## src/design/hex_float_defines.svh

```systemverilog
// Field positions, widths and constants of the base-16 float operand formats
`ifndef HEX_FLOAT_DEFINES_SVH
`define HEX_FLOAT_DEFINES_SVH
`define HF_WORD_W 64
`define HF_SGL_W 32
`define HF_EXP_W 7
`define HF_EXP_BIAS 7'h40
`define HF_MANT_SGL_W 24
`define HF_MANT_DBL_W 56
`define HF_GUARD_W 8
`define HF_RND_BIT 8
`define HF_FSR_W 32
`define HF_FSR_RST 32'h0000_0000
`define HF_NORM_STEPS 16
`endif

```

## src/design/hex_float_pkg.sv

```systemverilog
// Types shared by the float operand preparation block
package hex_float_pkg;
    typedef enum logic [3:0] {
        OP_NONE,
        OP_ADD,
        OP_SUB,
        OP_MUL,
        OP_DIV,
        OP_LOAD,
        OP_STORE,
        OP_NORMALIZE,
        OP_READ_HIGH,
        OP_LOAD_EXP,
        OP_INTEGERIZE,
        OP_SCALE,
        OP_WIDE_FIX,
        OP_WIDE_FLOAT,
        OP_SINGLE_STORE,
        OP_LOAD_STATUS
    } fop_e;
    typedef enum logic [2:0] {
        ST_IDLE,
        ST_GUARD,
        ST_ALIGN,
        ST_NORM,
        ST_ROUND,
        ST_STORE
    } step_e;
endpackage

```

## src/design/hex_float_operand_prep.sv

```systemverilog
// Operand preparation front end of a base-16 floating-point unit
//
// Behaviour
// RULE_01 - Operands are 32-bit single or 64-bit double, sign-magnitude.
// RULE_02 - Top bit is the mantissa sign: 0 positive, 1 negative.
// RULE_03 - Exponent is unsigned, biased by 64.
// RULE_04 - Exponent lies in bits 1-7; load exponent copies fixed bits 17-23.
// RULE_05 - Mantissa is a fraction with binary point between bits 7 and 8.
// RULE_06 - Normalized mantissa ranges from 1/16 to just below one.
// RULE_07 - A zero mantissa means the whole operand is true zero.
// RULE_08 - Issuer supplies normalized operands except for moves, normalize, read-high.
// RULE_09 - Read high copies float bits 0-15 to fixed bits 16-31.
// RULE_10 - Single ops use accumulator bits 0-31, ignoring 32-63.
// RULE_11 - Single results go to the upper half; lower 32 bits cleared.
// RULE_12 - Steps: guard, align, compute and normalize, round, store.
// RULE_13 - Guard digits are zeroed hex digits below the mantissa.
// RULE_14 - One guard digit when round flag clear, two when set; the flag masks operand a only, before alignment.
// RULE_15 - Round flag is written by the load float status operation.
// RULE_16 - Integerize, scale, wide fix/float, single store ignore round flag.
// RULE_17 - Flag clear truncates the guard digit; set rounds on two.
// RULE_18 - Normalize shifts left by hex digits, decrementing exponent.
// RULE_19 - Mantissa spans bits 8-31 single, 8-63 double.
//
// Bit 0 is the most significant bit of each operand word.
`timescale 1ns/1ps
`include "hex_float_defines.svh"
module hex_float_operand_prep
    import hex_float_pkg::*;
(
    input wire logic i_sys_clk,
    input wire logic i_sys_rst,
    input wire logic i_start,
    input wire fop_e i_op,
    input wire logic i_single,
    input wire logic [63:0] i_acc_a,
    input wire logic [63:0] i_acc_b,
    input wire logic [31:0] i_fixed_acc,
    input wire logic [31:0] i_status_wdata,
    input wire logic [63:0] i_core_result,
    input wire logic [6:0] i_core_exp,
    input wire logic i_core_done,
    output logic o_core_start,
    output logic [63:0] o_core_mant_a,
    output logic [63:0] o_core_mant_b,
    output logic [6:0] o_core_exp,
    output logic [1:0] o_core_sign,
    output logic o_result_valid,
    output logic [63:0] o_result,
    output logic o_fixed_valid,
    output logic [31:0] o_fixed_result,
    output logic [31:0] o_float_status,
    output logic o_busy,
    output logic o_true_zero_err
);
    ////////////////////////////////////////////////////////////////////////
    step_e step_q;
    fop_e op_q;
    logic single_q;
    logic round_q;
    logic sign_q;
    logic [31:0] fsr_q;
    logic [63:0] a_q;
    logic [63:0] b_q;
    logic [63:0] ma_q;
    logic [63:0] mb_q;
    logic [6:0] exp_q;
    logic [55:0] nr_mant;
    logic [6:0] nr_exp;

    // Operand view: single ignores the low half
    function automatic logic [63:0] view(input logic [63:0] w, input logic sgl);
        view = sgl ? {w[63:32], 32'h0} : w; // RULE_10 RULE_01
    endfunction
    // Mantissa field left-justified, with zero guard room below it
    function automatic logic [63:0] mant_of(input logic [63:0] w);
        mant_of = {w[55:0], 8'h00}; // RULE_19 RULE_05 RULE_13
    endfunction
    // Zero mantissa with nonzero sign or exponent breaks the true-zero form
    function automatic logic bad_zero(input logic [63:0] w);
        bad_zero = (w[55:0] == 56'h0) && (w[63:56] != 8'h00); // RULE_07
    endfunction
    // Guard mask: one hex digit or two
    function automatic logic [63:0] guard_mask(input logic rnd, input logic sgl);
        logic [63:0] m;
        m = rnd ? 64'hffff_ffff_ffff_ffff : 64'hffff_ffff_ffff_fff0; // RULE_14
        guard_mask = sgl ? (rnd ? 64'hffff_ffff_0000_0000 : 64'hffff_fff0_0000_0000) & m
                         : m;
    endfunction

    hex_norm_round u_norm (
        .i_mant(i_core_result),
        .i_exp(i_core_exp),
        .i_round(round_q),
        .i_single(single_q),
        .o_mant(nr_mant),
        .o_exp(nr_exp)
    );

    ////////////////////////////////////////////////////////////////////////
    // Float status register
    always_ff @(posedge i_sys_clk) begin
        if (i_sys_rst) begin
            fsr_q <= `HF_FSR_RST;
        end else if (i_start && !o_busy && i_op == OP_LOAD_STATUS) begin
            fsr_q <= i_status_wdata; // RULE_15
        end
    end
    assign o_float_status = fsr_q;

    ////////////////////////////////////////////////////////////////////////
    // Step sequencer
    always_ff @(posedge i_sys_clk) begin
        if (i_sys_rst) begin
            step_q <= ST_IDLE;
            op_q <= OP_NONE;
            single_q <= 1'b0;
            round_q <= 1'b0;
            a_q <= 64'h0;
            b_q <= 64'h0;
        end else begin
            unique case (step_q)
                ST_IDLE: begin
                    if (i_start && i_op inside {OP_ADD, OP_SUB, OP_MUL, OP_DIV,
                                                OP_NORMALIZE}) begin
                        step_q <= ST_GUARD;
                        op_q <= i_op;
                        single_q <= i_single;
                        a_q <= view(i_acc_a, i_single);
                        b_q <= view(i_acc_b, i_single);
                        round_q <= fsr_q[31 - `HF_RND_BIT]; // RULE_14
                    end
                end
                ST_GUARD: step_q <= (op_q inside {OP_ADD, OP_SUB}) ? ST_ALIGN : ST_NORM; // RULE_12
                ST_ALIGN: step_q <= ST_NORM;
                ST_NORM: begin
                    if (i_core_done) begin
                        step_q <= ST_ROUND;
                    end
                end
                ST_ROUND: step_q <= ST_STORE;
                ST_STORE: step_q <= ST_IDLE;
            endcase
        end
    end

    ////////////////////////////////////////////////////////////////////////
    // Guard append and alignment of mantissas toward the core
    always_ff @(posedge i_sys_clk) begin
        if (i_sys_rst) begin
            ma_q <= 64'h0;
            mb_q <= 64'h0;
            exp_q <= 7'h00;
            sign_q <= 1'b0;
            o_core_sign <= 2'b00;
        end else if (step_q == ST_GUARD) begin
            ma_q <= mant_of(a_q) & guard_mask(round_q, single_q); // RULE_13
            mb_q <= mant_of(b_q) & guard_mask(1'b0, single_q) & {8'hff, 56'h0} | mant_of(b_q)
                    & 64'hffff_ffff_ffff_ff00;
            exp_q <= a_q[62:56]; // RULE_03 RULE_04
            o_core_sign <= {a_q[63], b_q[63] ^ (op_q == OP_SUB)}; // RULE_02
        end else if (step_q == ST_ALIGN) begin
            // Shift the smaller-exponent mantissa right by the exponent gap
            if (a_q[62:56] >= b_q[62:56]) begin
                mb_q <= (a_q[62:56] - b_q[62:56] > 7'd15) ? 64'h0
                        : mb_q >> {a_q[62:56] - b_q[62:56], 2'b00};
            end else begin
                ma_q <= (b_q[62:56] - a_q[62:56] > 7'd15) ? 64'h0
                        : ma_q >> {b_q[62:56] - a_q[62:56], 2'b00};
                exp_q <= b_q[62:56];
            end
        end else if (step_q == ST_ROUND) begin
            // Zero results are positive; otherwise products and quotients carry a xor b and sums keep the sign of operand a
            if (nr_mant == 56'h0) begin
                sign_q <= 1'b0;
            end else if (op_q inside {OP_MUL, OP_DIV}) begin
                sign_q <= o_core_sign[1] ^ o_core_sign[0]; // RULE_02
            end else begin
                sign_q <= o_core_sign[1];
            end
        end
    end

    always_ff @(posedge i_sys_clk) begin
        if (i_sys_rst) begin
            o_core_start <= 1'b0;
        end else begin
            o_core_start <= (step_q == ST_GUARD && !(op_q inside {OP_ADD, OP_SUB}))
                            || step_q == ST_ALIGN;
        end
    end
    // Operands leave the guard and align flops directly, so they are final with the start pulse
    assign o_core_mant_a = ma_q;
    assign o_core_mant_b = mb_q;
    assign o_core_exp = exp_q;

    ////////////////////////////////////////////////////////////////////////
    // Results: float store, direct conversions and fixed-point outputs
    always_ff @(posedge i_sys_clk) begin
        if (i_sys_rst) begin
            o_result_valid <= 1'b0;
            o_result <= 64'h0;
            o_fixed_valid <= 1'b0;
            o_fixed_result <= 32'h0;
            o_true_zero_err <= 1'b0;
            o_busy <= 1'b0;
        end else begin
            o_result_valid <= 1'b0;
            o_fixed_valid <= 1'b0;
            o_busy <= (step_q != ST_IDLE && step_q != ST_STORE) || (step_q == ST_IDLE
                      && i_start && i_op inside {OP_ADD, OP_SUB, OP_MUL, OP_DIV,
                                                 OP_NORMALIZE});
            if (step_q == ST_STORE) begin
                o_result_valid <= 1'b1; // RULE_12
                o_result <= {sign_q, nr_exp, nr_mant}; // RULE_06
                if (single_q) begin
                    o_result[31:0] <= 32'h0; // RULE_11
                end
            end else if (step_q == ST_IDLE && i_start) begin
                o_true_zero_err <= bad_zero(view(i_acc_a, i_single))
                                   || bad_zero(view(i_acc_b, i_single));
                unique case (i_op)
                    OP_LOAD_EXP: begin
                        o_result_valid <= 1'b1;
                        o_result <= {i_acc_a[63], i_fixed_acc[14:8],
                                     i_acc_a[55:0]}; // RULE_04
                    end
                    OP_READ_HIGH: begin
                        o_fixed_valid <= 1'b1;
                        o_fixed_result <= {16'h0, i_acc_a[63:48]}; // RULE_09
                    end
                    OP_LOAD, OP_STORE, OP_SINGLE_STORE, OP_INTEGERIZE, OP_SCALE,
                    OP_WIDE_FIX, OP_WIDE_FLOAT: begin
                        // Passed through unrounded, flag not consulted
                        o_result_valid <= 1'b1; // RULE_16
                        o_result <= view(i_acc_a, i_single); // RULE_08
                    end
                    default: ;
                endcase
            end
        end
    end
endmodule

```

## src/design/hex_norm_round.sv

```systemverilog
// Hex-digit normalizer and truncate/round stage of the float datapath
`timescale 1ns/1ps
`include "hex_float_defines.svh"
module hex_norm_round (
    input wire logic [63:0] i_mant,
    input wire logic [6:0] i_exp,
    input wire logic i_round,
    input wire logic i_single,
    output logic [55:0] o_mant,
    output logic [6:0] o_exp
);
    logic [63:0] m;
    logic [6:0] e;
    logic [7:0] grd;
    logic [56:0] sum;
    always_comb begin
        m = i_mant;
        e = i_exp;
        // Shift left one hex digit per step until top digit nonzero
        for (int i = 0; i < `HF_NORM_STEPS; i++) begin
            if (m != 64'h0 && m[63:60] == 4'h0) begin // RULE_18
                m = {m[59:0], 4'h0};
                e = e - 7'h01;
            end
        end
        if (i_single) begin
            grd = m[39:32];
            m[31:0] = 32'h0;
        end else begin
            grd = m[7:0];
        end
        sum = {1'b0, m[63:8]};
        if (i_single) begin
            sum[31:0] = 32'h0;
        end
        if (i_round) begin // RULE_17
            if (grd == 8'h80) begin
                sum = sum + (i_single ? {24'h0, m[40], 32'h0} : {56'h0, m[8]});
            end else if (grd > 8'h80) begin
                sum = sum + (i_single ? {25'h1, 32'h0} : 57'h1);
            end
        end
        if (sum[56]) begin
            sum = {1'b0, 4'h1, sum[55:4]};
            e = e + 7'h01;
        end
        if (i_single) begin
            sum[31:0] = 32'h0;
        end
        o_mant = sum[55:0];
        o_exp = (o_mant == 56'h0) ? 7'h00 : e;
    end
endmodule

```

## config.mk

```make
export PLATFORM = sky130hd
export DESIGN_NAME = hex_float_operand_prep
export DESIGN_NICKNAME = d
export VERILOG_FILES = /design/src/design/hex_float_pkg.sv /design/src/design/hex_float_operand_prep.sv /design/src/design/hex_norm_round.sv
export VERILOG_INCLUDE_DIRS = /design/src /design/src/design
export SDC_FILE = /design/constraint.sdc
export NUM_CORES = 2
export LEC_CHECK = 0
export BUFFER_PORTS_ARGS = -buffer_cell sky130_fd_sc_hd__buf_2
export CAP_MARGIN = 40
export CELL_PAD_IN_SITES_DETAIL_PLACEMENT = 1
export CELL_PAD_IN_SITES_GLOBAL_PLACEMENT = 2
export CORE_AREA = 3 3 305 307
export DETAILED_ROUTE_END_ITERATION = 10
export DIE_AREA = 0 0 308 310
export GPL_TIMING_DRIVEN = 0
export PLACE_DENSITY = 0.95
export SLEW_MARGIN = 20
export SYNTH_ARGS = -nofsm -noshare
export SYNTH_HDL_FRONTEND = slang
export SYNTH_SLANG_ARGS = --single-unit
```

## constraint.sdc

```tcl
create_clock -name i_sys_clk -period 29.1 [get_ports i_sys_clk]
set_input_delay 1.455 -clock i_sys_clk [delete_from_list [all_inputs] [get_ports i_sys_clk]]
set_output_delay 1.455 -clock i_sys_clk [all_outputs]
set_load 0.02 [all_outputs]
```

==> results.md <==
Timing:
- The final count of pins violating max slew is 0.
- Timing would allow up to 68.6 MHz.
- The count of endpoints failing setup in the final report is 0.
- The final hold violation count came to 0.
- After routing, the total negative slack on setup checks comes to 0 ns.
- The ratio of final minimum period to clock period is around half.
- Setup repair after global routing left no endpoint under its margin.
- For the final database, setup skew stands at between 0.04 and 0.05 ns.
- For the pin with the worst max-slew slack, the measured transition is around 0.95 ns.
- The normalized max-slew margin is about 37%.
- The post-route minimum period is 14.58 ns.

CTS:
- The clock-pin slew on the worst setup and hold paths is approximately 0.06 ns.
- The number of clock sinks is between 300 and 400.
- The number of gates resized after CTS was 0.
- For this design, the CTS-stage hold fixing added 0 buffers.
- The H-tree level count is 2.
- CTS placed an instance of sky130_fd_sc_hd__clkbuf_16 at the clock tree root.
- TritonCTS built the clock tree.
- The clock network latency to the later pin of the worst-skew pair is 0.65 ns.
- No sink is reached through more buffers than the 3 on the longest clock path.
- The total CTS buffers is 48.
- Post-CTS timing repair inserted 0 buffers for setup.

Final layout:
- After the flow finishes, the layout carries non-filler instances totaling ~6,300.
- Of the cells placed in the final design, the portion with a size suffix greater than 1 is around 16%.
- At the end of the flow the core is filled with cells to around two fifths.
- After the last flow step, the layout net total stands at about 5,400.
- The area growth from synthesis to layout is 18.5%.

Global routing:
- The pin count of the biggest net entering global routing is 14.
- The global-route wire length before repair is roughly 250,000 um.
- The via count of the first global-routing pass was between 30,000 and 40,000.
- The remaining global-route overflow is 0.
- The number of antenna violations at the first check in global routing is 10.
- Global routing used around a third of the available tracks across all layers.

Logic synthesis:
- The prevailing post-synth register cell is sky130_fd_sc_hd__dfxtp_1.
- The sequential fraction of the synthesis area is about a quarter.
- The netlist uses ~120 different library cells.
- The summed instance area of the synthesized netlist is 0.0316 sq mm.
- In the synthesized netlist the async set-or-reset flop fraction comes to 0%.
- The number of warning messages in the yosys log is 0.
- Synthesis inferred between 300 and 400 register bits.
- The number of synthesized flops with an enable pin is 0.
- The per-instance average area after synthesis is around 7.1 sq um.
- Synthesis produced 4,467 cells.

Critical path:
- Counting cells, the worst reg-to-reg path comes to 18.
- Data on the critical path is required at its endpoint by ~30 ns.
- The worst setup path is captured at a flop.
- The biggest cell delay along the critical path is roughly 0.56 ns.
- The type of the worst setup path is in -> reg.
- The most prevalent standard cell on the critical path is sky130_fd_sc_hd__ha_1.
- For this design, the slowest cell found on the critical path is sky130_fd_sc_hd__or4_1.
- The data arrival time of the worst path is approximately 15 ns.
- The internal reg-to-reg setup slack is around 23 ns.
- The category of the worst setup path launch point is an input port.
- In this run the worst path has a maximum fanout of 10.

Detailed routing:
- The first routing iteration left approximately 4,500 violations.
- The number of search-and-repair iterations in the first detailed-routing pass is 10.
- In the final routed layout, each cell accounts on average for 28.0 um.
- The via count is 39,500.
- For this block, the routed nets add up to approximately 180,000 um of wire.
- The remaining antenna violation count is 0.
- After detailed routing, the number of vias per cell comes to 6.30.
- In the routed design, unresolved DRC markers number 0.

Worst hold path:
- The type of the most critical hold path is reg -> reg.
- The cell count of the worst hold path is 2.

Placement:
- The number of placed instances, taps included, is between 6,000 and 7,000.
- The post-DP HPWL is 142,000 um.
- The final weighted congestion in routability-driven placement is 1.03.
- Buffers placed on the I/O ports in this run total 493.

Flow run:
- The max-capacitance violation count is 0.

Power and ir drop:
- The maximum vdd ir drop is around 45 uV.
- Dividing total power by cell area gives a power density of 53.6 mW/mm^2.
- The static leakage is roughly 15 nW.

Run status:
- The run finished with clean final reports.

Floorplanning:
- The core footprint is 0.0903 sq mm.
- In this run the core area contains 110 standard-cell rows.
- From bottom edge to top edge, the die measures slightly above 300 um.
- The count of pins on the block boundary is between 500 and 600.
- The die covers roughly 0.095 sq mm.
- The die is approximately 310 um wide.
- The starting utilization of the core area is between 30% and 40%.
[cells by family after synthesis]
group,count (synthesis),synth area share (%)
AO/OA/AOI/OAI,1252,26.3
XOR/XNOR,140,3.93
adder cells (fa/ha/maj),36,1.46
buffers and inverters,418,5.47
flip-flops,392,24.8
multiplexers,280,9.33
other,1,0.0119
AND/OR/NAND/NOR,1948,28.7
[final timing paths]
path,from,to
max,i_core_result[1],o_result[62]$_SDFFE_PP0P_
min,b_q[4]$_SDFFE_PP0P_,b_q[4]$_SDFFE_PP0P_
max reg2reg,single_q$_SDFFE_PP0P_,o_result[3]$_SDFFE_PP0P_
min reg2reg,b_q[4]$_SDFFE_PP0P_,b_q[4]$_SDFFE_PP0P_
[flip-flops by register name (all words and copies together), names as in the netlist, 2 cells and up]
signal,flops
a_q,64
b_q,64
o_core_mant_a,64
o_core_mant_b,64
o_result,64
o_float_status,32
o_fixed_result,16
o_core_exp,7
op_q,4
step_q,3
o_core_sign,2
[synth_stat cells (all sizes together) (19+ instances only)]
cell | number | area share, %
a211oi | 72 | 1.8
a21o | 33 | 0.78
a21oi | 438 | 7.0
a221oi | 39 | 1.1
a222oi | 55 | 1.7
a22oi | 39 | 0.93
a31oi | 86 | 1.7
and2 | 39 | 0.77
and3 | 31 | 0.61
buf | 101 | 1.7
clkbuf | 266 | 3.2
dfxtp | 392 | 25
ha | 32 | 1.3
inv | 51 | 0.61
mux2 | 78 | 2.8
mux2i | 199 | 6.3
nand2 | 754 | 9.0
nand2b | 24 | 0.48
nand3 | 171 | 2.8
nand3b | 74 | 1.8
nand4 | 42 | 0.85
nor2 | 490 | 5.8
nor2b | 23 | 0.46
nor3 | 137 | 2.3
nor4 | 69 | 1.6
o211ai | 50 | 1.2
o21ai | 200 | 3.3
o22ai | 31 | 0.61
or3 | 19 | 0.38
xnor2 | 96 | 2.7
xor2 | 44 | 1.2
[layout make-up]
class                           count  area (sq um)
Sequential cell                   392          7850
Tap cell                         1176          1470
Inverter                           51           191
Timing Repair Buffer              514          2690
Multi-Input combinational cell   3672         22100
Buffer                            367          1540
Antenna cell                        4          10.0
Clock buffer                       60          1310
Clock inverter                     26           315
Fill cell                       11700         52800
[worst max-delay path, delay by kind of cell]
kind	cells	cell delay, ns
AO/OA/AOI/OAI	7	1.72
AND/OR/NAND/NOR	16	3.07
adder cells (fa/ha/maj)	14	4.04
multiplexers	8	2.30
XOR/XNOR	2	0.35
buffers and inverters	10	2.15
[placed cells by master (no fill, tap or decap), types with 16 or more instances in the layout]
master,netlist,final
sky130_fd_sc_hd__a21o_1,33,33
sky130_fd_sc_hd__a311oi_1,18,18
sky130_fd_sc_hd__nand2b_1,24,24
sky130_fd_sc_hd__buf_1,35,35
sky130_fd_sc_hd__nor3b_1,16,16
sky130_fd_sc_hd__nor3_1,130,129
sky130_fd_sc_hd__nand3_1,169,169
sky130_fd_sc_hd__a221oi_1,38,38
sky130_fd_sc_hd__xnor2_1,95,95
sky130_fd_sc_hd__a222oi_1,55,55
sky130_fd_sc_hd__nand2_1,752,752
sky130_fd_sc_hd__o21a_1,17,17
sky130_fd_sc_hd__clkbuf_16,0,48
sky130_fd_sc_hd__o211ai_1,50,50
sky130_fd_sc_hd__or3_1,19,19
sky130_fd_sc_hd__clkbuf_1,266,271
sky130_fd_sc_hd__and3_1,31,31
sky130_fd_sc_hd__xor2_1,43,43
sky130_fd_sc_hd__inv_1,50,50
sky130_fd_sc_hd__conb_1,1,16
sky130_fd_sc_hd__dfxtp_1,392,392
sky130_fd_sc_hd__nand4_1,41,41
sky130_fd_sc_hd__nor2b_1,23,23
sky130_fd_sc_hd__buf_4,26,28
sky130_fd_sc_hd__o21ai_0,189,189
sky130_fd_sc_hd__a21oi_1,434,434
sky130_fd_sc_hd__and2_1,39,39
sky130_fd_sc_hd__a31oi_1,85,85
sky130_fd_sc_hd__nand3b_1,74,74
sky130_fd_sc_hd__mux2i_1,199,199
sky130_fd_sc_hd__mux2_2,74,74
sky130_fd_sc_hd__a22oi_1,39,39
sky130_fd_sc_hd__buf_2,38,534
sky130_fd_sc_hd__nor4_1,61,61
sky130_fd_sc_hd__o22ai_1,31,31
sky130_fd_sc_hd__ha_1,32,32
sky130_fd_sc_hd__nor2_1,487,487
sky130_fd_sc_hd__a211oi_1,71,71
[layer usage]
metal / vias to the layer above / share of wire, % / wire length (um) / global-route usage (%)
met2: 2004 / 44 / 77300 / 55.0
met5: - / 0.021 / 36 / 0
met4: 6 / 4.6 / 8070 / 14.2
met1: 19600 / 41 / 72700 / 45.7
met3: 406 / 10 / 17500 / 8.39
li1: 17500 / - / - / -
[metrics by stage]
step                      worst slack, ns  instance area (sq um)  total power, mW  hold slack, ns
after floorplan                     16.11                  31700             1.05           0.429
after global routing                13.56                  37400             2.08           0.461
after detailed placement            14.12                  35800             1.35           0.444
final                               14.52                  37500             2.01           0.451
after global placement              14.30                  35600             1.34           0.437
after CTS                           14.76                  37400             1.98           0.451
[report_power, final]
group	total [mW]	switching, mW	internal, mW	leakage [nW]
registers	0.618	0.0466	0.571	3.18
clock network	0.635	0.269	0.366	0.807
logic	0.754	0.535	0.219	10.9
total	2.01	0.850	1.16	14.9
No activity file was read; power rests on OpenSTA's default activity.
